===== config.mk =====
export PLATFORM = sky130hd
export DESIGN_NAME = catc_ctrl
export DESIGN_NICKNAME = d
export VERILOG_FILES = /design/src/verilog/catc_pkg.sv /design/src/verilog/catc_trig_detect.sv /design/src/verilog/catc_pace_gen.sv /design/src/verilog/catc_ctrl.sv
export SDC_FILE = /design/constraint.sdc
export NUM_CORES = 1
export LEC_CHECK = 0
export ABC_AREA = 1
export BUFFER_PORTS_ARGS = -buffer_cell sky130_fd_sc_hd__clkbuf_2
export CAP_MARGIN = 20
export CORE_ASPECT_RATIO = 1.5
export CORE_MARGIN = 2
export CORE_UTILIZATION = 40
export CTS_CLUSTER_SIZE = 40
export DETAILED_ROUTE_END_ITERATION = 10
export MAX_ROUTING_LAYER = met4
export SYNTH_ARGS = -nofsm -noshare
export SYNTH_HDL_FRONTEND = slang
export SYNTH_HIERARCHICAL = 1
export SYNTH_SLANG_ARGS = --single-unit

===== constraint.sdc =====
create_clock -name sys_clk -period 6.2 [get_ports sys_clk]
set_input_delay 1.24 -clock sys_clk [delete_from_list [all_inputs] [get_ports sys_clk]]
set_output_delay 1.24 -clock sys_clk [all_outputs]
set_load 0.05 [all_outputs]

===== src/verilog/catc_pkg.sv =====
// constants, types and state encodings of the capture trigger control
package catc_pkg;
    localparam int unsigned CLK_HZ          = 125_000_000;
    localparam int unsigned CLK_PERIOD_NS   = 8;
    localparam int unsigned US_IN_NS        = 1_000;
    localparam int unsigned CYC_PER_US      = (US_IN_NS + CLK_PERIOD_NS - 1) / CLK_PERIOD_NS;
    localparam int unsigned MEAS_WINDOW_S   = 1;
    localparam int unsigned MEAS_WINDOW_CYC = CLK_HZ * MEAS_WINDOW_S;
    localparam int CNT_W  = 16;
    localparam int EXP_W  = 24;
    localparam int FPS_W  = 20;
    localparam int LPS_W  = 24;
    localparam int ACC_W  = 28;
    localparam int US_W   = 7;
    localparam int ROW_W  = 12;
    localparam int WIN_W  = 32;
    localparam int PIN_N  = 4;
    localparam int PIN_IW = 2;
    localparam int KIND_N = 2;
    localparam logic [US_W-1:0]  US_LAST   = US_W'(CYC_PER_US - 1);
    localparam logic [ROW_W-1:0] ROWS_LAST = 12'h00F;
    localparam logic [ACC_W-1:0] ACC_WRAP  = ACC_W'(CLK_HZ);
    localparam logic [CNT_W-1:0] CNT_ONE   = 16'h0001;
    localparam logic [EXP_W-1:0] EXP_ZERO  = 24'h000000;

    typedef enum logic [1:0] {CAP_CONTINUOUS, ONE_IMAGE_MODE, BURST_MODE} catc_cap_mode_t;
    typedef enum logic {EXPO_TIMED, PULSE_LENGTH_EXPOSURE} catc_expo_mode_t;
    typedef enum logic [1:0] {AUTO_OFF, AUTO_ONCE, AUTO_CONT} catc_auto_t;
    typedef enum logic [2:0] {
        ORIGIN_SOFTWARE, INPUT_PIN_ZERO, INPUT_PIN_ONE, INPUT_PIN_TWO, INPUT_PIN_THREE
    } catc_origin_t;
    typedef enum logic [1:0] {
        COND_LOW_LEVEL, COND_HIGH_LEVEL, COND_FALL_EDGE, COND_RISE_EDGE
    } catc_cond_t;
    typedef enum logic {KIND_BEGIN, PER_IMAGE_TRIG} catc_kind_t;
    typedef enum logic {SHUTTER_GLOBAL} catc_shutter_t;
    typedef enum logic [2:0] {
        ST_IDLE, ST_WAIT_BEGIN, ST_ARMED, ST_EXPOSE, ST_READOUT
    } catc_state_t;
endpackage : catc_pkg


===== src/verilog/catc_trig_detect.sv =====
// trigger input synchroniser and condition detector for one trigger kind
`timescale 1ns/10ps
`default_nettype none
module catc_trig_detect (
    input  wire logic                            sys_clk,
    input  wire logic                            rstn,
    input  wire logic                            ce,
    input  wire logic [catc_pkg::PIN_N-1:0]      pins,
    input  wire catc_pkg::catc_origin_t          origin,
    input  wire catc_pkg::catc_cond_t            cond,
    input  wire logic                            sw_cmd,
    output logic                                 trig_evt,
    output logic                                 trig_lvl
);
    import catc_pkg::*;

    typedef struct packed {
        logic [PIN_N-1:0] meta;
        logic [PIN_N-1:0] sync;
        logic [PIN_N-1:0] prev;
    } catc_det_t;

    catc_det_t          st;
    catc_det_t          nxt;
    logic [PIN_IW-1:0]  idx;
    logic               pin_now;
    logic               pin_old;

    always_comb begin
        nxt = st;
        if (ce) begin
            nxt.meta = pins;
            nxt.sync = st.meta;
            nxt.prev = st.sync;
        end
        idx = PIN_IW'(origin - INPUT_PIN_ZERO);
        pin_now = st.sync[idx];
        pin_old = st.prev[idx];
        trig_lvl = 1'b0;
        trig_evt = 1'b0;
        if (origin == ORIGIN_SOFTWARE) begin
            // host command only counts for a software origin
            trig_lvl = sw_cmd;
            trig_evt = sw_cmd & ce;
        end else begin
            case (cond)
                COND_LOW_LEVEL: begin
                    trig_lvl = ~pin_now;
                    trig_evt = ~pin_now & ce;
                end
                COND_HIGH_LEVEL: begin
                    trig_lvl = pin_now;
                    trig_evt = pin_now & ce;
                end
                COND_FALL_EDGE: begin
                    trig_lvl = ~pin_now;
                    trig_evt = pin_old & ~pin_now & ce;
                end
                COND_RISE_EDGE: begin
                    trig_lvl = pin_now;
                    trig_evt = ~pin_old & pin_now & ce;
                end
                default: begin
                    trig_lvl = 1'b0;
                    trig_evt = 1'b0;
                end
            endcase
        end
    end

    always_ff @(posedge sys_clk or negedge rstn) begin
        if (!rstn) begin
            st <= '0;
        end else begin
            st <= nxt;
        end
    end
endmodule : catc_trig_detect
`default_nettype wire


===== src/verilog/catc_pace_gen.sv =====
// rate accumulator that ticks at a programmed rate in hertz
`timescale 1ns/10ps
`default_nettype none
module catc_pace_gen #(
    parameter int RATE_W = 20
) (
    input  wire logic              sys_clk,
    input  wire logic              rstn,
    input  wire logic              ce,
    input  wire logic              run,
    input  wire logic [RATE_W-1:0] rate,
    output logic                   tick
);
    import catc_pkg::*;

    typedef struct packed {
        logic [ACC_W-1:0] acc;
    } catc_pace_t;

    catc_pace_t     st;
    catc_pace_t     nxt;
    logic [ACC_W:0] sum;

    // adding the rate each cycle and wrapping at the clock rate avoids a divider;
    // a zero rate never ticks
    always_comb begin
        nxt = st;
        tick = 1'b0;
        sum = {1'b0, st.acc} + (ACC_W+1)'(rate);
        if (ce) begin
            if (!run) begin
                nxt.acc = '0;
            end else if (sum >= {1'b0, ACC_WRAP}) begin
                tick = 1'b1;
                nxt.acc = ACC_W'(sum - {1'b0, ACC_WRAP});
            end else begin
                nxt.acc = ACC_W'(sum);
            end
        end
    end

    always_ff @(posedge sys_clk or negedge rstn) begin
        if (!rstn) begin
            st <= '0;
        end else begin
            st <= nxt;
        end
    end
endmodule : catc_pace_gen
`default_nettype wire


===== src/verilog/catc_ctrl.sv =====
// capture and trigger control: sequencing, exposure, pacing and rate report
`timescale 1ns/10ps
`default_nettype none
module catc_ctrl #(
    parameter int unsigned MEAS_WINDOW_CYC = catc_pkg::MEAS_WINDOW_CYC
) (
    input  wire logic                              sys_clk,
    input  wire logic                              rstn,
    input  wire logic                              ce,
    input  wire catc_pkg::catc_cap_mode_t          capture_mode_select,
    input  wire logic                              capture_begin_cmd,
    input  wire logic                              capture_end_cmd,
    input  wire logic [catc_pkg::CNT_W-1:0]        burst_image_count,
    input  wire catc_pkg::catc_expo_mode_t         shutter_timing_mode,
    input  wire logic [catc_pkg::EXP_W-1:0]        shutter_duration_us,
    input  wire catc_pkg::catc_auto_t              auto_shutter_mode,
    input  wire logic [catc_pkg::FPS_W-1:0]        requested_frame_pace,
    input  wire logic                              manual_pace_enable,
    input  wire logic [catc_pkg::LPS_W-1:0]        row_capture_pace,
    input  wire logic                              trig_cfg_wr,
    input  wire catc_pkg::catc_kind_t              trig_kind_select,
    input  wire logic                              trig_on_off,
    input  wire catc_pkg::catc_origin_t            trig_origin_select,
    input  wire catc_pkg::catc_cond_t              trig_condition_select,
    input  wire logic                              host_trig_cmd,
    input  wire logic [catc_pkg::PIN_N-1:0]        trig_pins,
    output logic                                   capture_active,
    output logic                                   exposure_active,
    output logic                                   row_strobe,
    output logic                                   image_done,
    output logic [catc_pkg::CNT_W-1:0]             images_left,
    output logic [catc_pkg::FPS_W-1:0]             achieved_frame_pace,
    output catc_pkg::catc_auto_t                   auto_shutter_eff,
    output logic                                   auto_adjust_active,
    output logic [catc_pkg::KIND_N-1:0]            trig_on_status,
    output catc_pkg::catc_shutter_t                readout_shutter_type
);
    import catc_pkg::*;

    localparam logic [WIN_W-1:0] WIN_LAST = WIN_W'(MEAS_WINDOW_CYC - 1);

    typedef struct packed {
        catc_state_t               state;
        logic [KIND_N-1:0]         trig_on;
        catc_origin_t [KIND_N-1:0] origin;
        catc_cond_t [KIND_N-1:0]   cond;
        logic [CNT_W-1:0]          left;
        logic [EXP_W-1:0]          exp_cnt;
        logic [US_W-1:0]           us_div;
        logic [ROW_W-1:0]          row_cnt;
        logic                      pace_ok;
        logic                      row_strobe;
        logic                      image_done;
        logic                      once_pend;
        catc_auto_t                auto_prev;
        catc_auto_t                auto_eff;
        logic [FPS_W-1:0]          frames_win;
        logic [FPS_W-1:0]          fps;
        logic [WIN_W-1:0]          win_cnt;
    } catc_ctl_t;

    catc_ctl_t          st;
    catc_ctl_t          nxt;
    logic [KIND_N-1:0]  trig_evt;
    logic [KIND_N-1:0]  trig_lvl;
    logic [KIND_N-1:0]  sw_cmd;
    logic               frame_tick;
    logic               row_tick;
    logic               frame_go;
    logic               start_now;
    logic               done_now;
    logic               last_image;
    logic               width_expo;

    generate
        for (genvar k = 0; k < KIND_N; k++) begin : g_kind
            // host trigger goes to the kind currently selected
            assign sw_cmd[k] = host_trig_cmd & (trig_kind_select == catc_kind_t'(k));
            catc_trig_detect u_det (
                .sys_clk  (sys_clk),
                .rstn     (rstn),
                .ce       (ce),
                .pins     (trig_pins),
                .origin   (st.origin[k]),
                .cond     (st.cond[k]),
                .sw_cmd   (sw_cmd[k]),
                .trig_evt (trig_evt[k]),
                .trig_lvl (trig_lvl[k])
            );
        end
    endgenerate

    catc_pace_gen #(.RATE_W(FPS_W)) u_frame_pace (
        .sys_clk (sys_clk),
        .rstn    (rstn),
        .ce      (ce),
        .run     (capture_active),
        .rate    (requested_frame_pace),
        .tick    (frame_tick)
    );

    // row pacing restarts with every readout so row spacing is even
    catc_pace_gen #(.RATE_W(LPS_W)) u_row_pace (
        .sys_clk (sys_clk),
        .rstn    (rstn),
        .ce      (ce),
        .run     (st.state == ST_READOUT),
        .rate    (row_capture_pace),
        .tick    (row_tick)
    );

    always_comb begin
        nxt = st;
        start_now = 1'b0;
        done_now = 1'b0;
        frame_go = manual_pace_enable ? st.pace_ok : 1'b1;
        width_expo = (shutter_timing_mode == PULSE_LENGTH_EXPOSURE)
                     && st.trig_on[PER_IMAGE_TRIG];
        last_image = (capture_mode_select == ONE_IMAGE_MODE)
                     || (capture_mode_select == BURST_MODE && st.left <= CNT_ONE);
        if (ce) begin
            nxt.row_strobe = 1'b0;
            nxt.image_done = 1'b0;
            if (trig_cfg_wr) begin
                nxt.trig_on[trig_kind_select] = trig_on_off;
                nxt.origin[trig_kind_select] = trig_origin_select;
                nxt.cond[trig_kind_select] = trig_condition_select;
            end
            case (st.state)
                ST_IDLE: begin
                    nxt.pace_ok = 1'b1;
                    if (capture_begin_cmd) begin
                        if (capture_mode_select == BURST_MODE && burst_image_count != '0) begin
                            nxt.left = burst_image_count;
                        end else begin
                            nxt.left = CNT_ONE;
                        end
                        nxt.state = st.trig_on[KIND_BEGIN] ? ST_WAIT_BEGIN : ST_ARMED;
                    end
                end
                ST_WAIT_BEGIN: begin
                    // switching the kind off releases the wait without a trigger
                    if (!st.trig_on[KIND_BEGIN] || trig_evt[KIND_BEGIN]) begin
                        nxt.state = ST_ARMED;
                    end
                end
                ST_ARMED: begin
                    if (st.trig_on[PER_IMAGE_TRIG] ? trig_evt[PER_IMAGE_TRIG] : frame_go) begin
                        start_now = 1'b1;
                        nxt.state = ST_EXPOSE;
                        nxt.exp_cnt = shutter_duration_us;
                        nxt.us_div = '0;
                    end
                end
                ST_EXPOSE: begin
                    if (width_expo) begin
                        if (!trig_lvl[PER_IMAGE_TRIG]) begin
                            nxt.state = ST_READOUT;
                            nxt.row_cnt = '0;
                        end
                    end else if (st.exp_cnt == EXP_ZERO) begin
                        nxt.state = ST_READOUT;
                        nxt.row_cnt = '0;
                    end else if (st.us_div == US_LAST) begin
                        nxt.us_div = '0;
                        nxt.exp_cnt = st.exp_cnt - 1'b1;
                    end else begin
                        nxt.us_div = st.us_div + 1'b1;
                    end
                end
                ST_READOUT: begin
                    if (row_tick) begin
                        nxt.row_strobe = 1'b1;
                        if (st.row_cnt == ROWS_LAST) begin
                            done_now = 1'b1;
                            nxt.image_done = 1'b1;
                            nxt.row_cnt = '0;
                            if (capture_mode_select != CAP_CONTINUOUS) begin
                                nxt.left = st.left - 1'b1;
                            end
                            // ending in idle forces the host to begin again
                            nxt.state = last_image ? ST_IDLE : ST_ARMED;
                        end else begin
                            nxt.row_cnt = st.row_cnt + 1'b1;
                        end
                    end
                end
                default: begin
                    nxt.state = ST_IDLE;
                end
            endcase
            if (capture_end_cmd) begin
                nxt.state = ST_IDLE;
            end
            // a pace tick landing on a frame start is kept for the next frame
            if (st.state != ST_IDLE) begin
                nxt.pace_ok = (st.pace_ok && !start_now) || frame_tick;
            end
            nxt.auto_prev = auto_shutter_mode;
            nxt.once_pend = (st.once_pend && !done_now)
                            || (auto_shutter_mode == AUTO_ONCE && st.auto_prev != AUTO_ONCE);
            if (auto_shutter_mode == AUTO_CONT) begin
                nxt.auto_eff = AUTO_CONT;
            end else if (auto_shutter_mode == AUTO_ONCE && nxt.once_pend) begin
                nxt.auto_eff = AUTO_ONCE;
            end else begin
                nxt.auto_eff = AUTO_OFF;
            end
            // images counted per window; a long exposure shows as a lower count
            nxt.frames_win = st.frames_win + FPS_W'(done_now);
            if (st.win_cnt == WIN_LAST) begin
                nxt.fps = nxt.frames_win;
                nxt.frames_win = '0;
                nxt.win_cnt = '0;
            end else begin
                nxt.win_cnt = st.win_cnt + 1'b1;
            end
        end
    end

    always_ff @(posedge sys_clk or negedge rstn) begin
        if (!rstn) begin
            st <= '0;
        end else begin
            st <= nxt;
        end
    end

    assign capture_active = (st.state != ST_IDLE);
    assign exposure_active = (st.state == ST_EXPOSE);
    assign row_strobe = st.row_strobe;
    assign image_done = st.image_done;
    assign images_left = st.left;
    assign achieved_frame_pace = st.fps;
    assign auto_shutter_eff = st.auto_eff;
    assign auto_adjust_active = (st.auto_eff != AUTO_OFF);
    assign trig_on_status = st.trig_on;
    assign readout_shutter_type = SHUTTER_GLOBAL;
endmodule : catc_ctrl
`default_nettype wire


==> impl_metrics.tcl <==
set metrics [dict create \
    r2r_cells 31 \
    holdWs_ns 0.471 \
    grt-ovfl-total 0 \
    grt_pass1_vias 19100 \
    path_buf_inv 5 \
    status "finished, final reports clean" \
    drt-initial-drc-count 1020 \
    design.die.area_um2 49700 \
    power_density_nw_per_um2 336 \
    cp_common_cell "nand2_1" \
    max-cap-violations 0 \
    cpLargestDelayFamily "simple AND/OR/NAND/NOR gates" \
    num_rows 98 \
    numCtsBuffers 28 \
    cp.depth 32 \
    post-route-drc-count 0 \
    nets 3322 \
    min_path_type "flop to flop" \
    grt_max_degree 136 \
    track_usage_pct 24.3 \
    fmax_mhz 191 \
    min_period_over_period_pct 84.6 \
    synthCells 3063 \
    p_leak_nw 11.6 \
    drtAntennaViolNets 0 \
    synth_fp_nets 3232 \
    crit_path_max_incr_delay_ns 0.37 \
    cts_num_sinks 234 \
    route.detailed.wl_per_inst_um 15.5 \
    cts_resized 0 \
    drv_slew 0 \
    finalHoldViolCount 0 \
    antenna_found_initial 4 \
    post-dp-hpwl_um 45800 \
    firstDrtPassIters 5 \
    finalClockSkew_ns 0.0163 \
    dieHeight_um 272 \
    reg2reg_slack_ns 1.22 \
    via_count 19400 \
    postCtsSetupBuffers 0 \
    globalplace.congestion 0.957 \
    ys.warnings.count 6 \
    grt_pass1_wl_um 95100 \
    clk_pin_slew_ns 0.06 \
    io_pins 154 \
    coreArea_um2 47500 \
    clkLatencyLatePin_ns 0.58 \
    rsz0062_at_grt "false" \
    synth_area_per_cell_um2 6.25 \
    period_needed_ns 5.25 \
    io_buffers 152 \
    drive_above_1_share_pct 11.4 \
    vias_per_cell 5.13 \
    routed_wl_um 58600 \
    hp-start "g_kind[0].u_det/st[9]" \
    area_growth_pct 10.4 \
    cp-end-kind "flop" \
    finalSetupTns_ns 0 \
    cts_buffer_depth 3 \
    min_path_cells 2 \
    cts_tree "yes" \
    max_slew_margin_pct 36.2 \
    critical_path_class "input pin to flop" \
    startpoint_type "input pin" \
    netlist_area_um2 19200 \
    cp_slowest_cell "ha_1" \
    crit_arrival_ns 5.68 \
    hold_buffers 0 \
    r2r_start "u_row_pace/st[6]" \
    hold_end "g_kind[0].u_det/st[9]" \
    required_ns 6.63 \
    ctsRootBufferMaster "clkbuf_16" \
    tightestPinTransition_ns 0.950 \
    die_w_um 183 \
    ctsHtreeMaxLevel 1 \
    vdd_drop_max_mv 0.279 \
    initial_utilization_pct 40.4 \
    setup_viol 0 \
    crit_fanout 13 \
    r2r-end "st[68]" \
]
-- where the power goes --
| group | switching [mW] | internal, mW | total, mW | leakage, nW |
|---|---|---|---|---|
| logic | 2.14 | 0.947 | 3.09 | 8.04 |
| clock network | 0.750 | 1.11 | 1.86 | 0.494 |
| registers | 0.341 | 1.82 | 2.16 | 3.05 |
-- final cells by class --
type / count / area [um^2]
Antenna cell: 4 / 10.0
Clock buffer: 36 / 781
Clock inverter: 16 / 259
Fill cell: 5078 / 26300
Inverter: 396 / 1490
Multi-Input combinational cell: 2334 / 11200
Sequential cell: 234 / 5860
Tap cell: 600 / 751
Timing Repair Buffer: 159 / 836
-- flip-flops by register name, indices dropped and copies added, names as in the netlist, 2 cells and up --
signal               flops
auto_shutter_eff         2
st                     112
u_row_pace/st           28
trig_on_status           2
images_left             16
u_frame_pace/st         28
achieved_frame_pace     20
g_kind.u_det/st         24
-- worst max path at each step --
stage	from	end	slack, ns
floorplan	row_capture_pace[0]	st[70]	1.11
global placement	row_capture_pace[0]	st[70]	0.42
detailed placement	row_capture_pace[6]	st[69]	0.28
CTS	row_capture_pace[6]	st[69]	0.89
global route	row_capture_pace[6]	st[69]	0.36
finish	row_capture_pace[6]	st[68]	0.95
-- metrics by stage --
step	setup WS, ns	power, mW	cells	utilization, %	instance area, um^2
after floorplan	1.11	4.52	3063	-	19200
after global placement	0.423	5.22	3723	42.3	20100
after detailed placement	0.278	5.27	3723	42.3	20100
after CTS	0.894	7.17	3775	44.5	21100
after global routing	0.356	7.67	3779	44.6	21100
final	0.954	7.11	3779	44.6	21100
-- layer usage --
metal | up-vias | track usage, % | wire length, um
li1 | 9798 | - | -
met1 | 8900 | 25.6 | 22700
met3 | 179 | 2.25 | 2170
met5 | - | - | 0
met4 | 0 | 16.6 | 4320
met2 | 493 | 43.0 | 29400
-- placed cells by master (no fill, tap or decap), drive strengths merged, types with 13 or more instances in the layout --
| cell type | n |
|---|---|
| a21oi | 58 |
| clkbuf | 187 |
| dfrtp | 234 |
| ha | 59 |
| inv | 397 |
| nand2 | 1243 |
| nand3 | 284 |
| nand3b | 18 |
| nand4 | 74 |
| nor2 | 298 |
| nor3 | 29 |
| o21ai | 134 |
| or2 | 16 |
| xnor2 | 13 |
| xor2 | 48 |
-- worst min-delay path, delay by kind of cell (launching register included) --
kind / cells / cell delay [ns]
flip-flops: 1 / 0.34
AND/OR/NAND/NOR: 2 / 0.10
No activity file was read; power rests on OpenSTA's default activity.
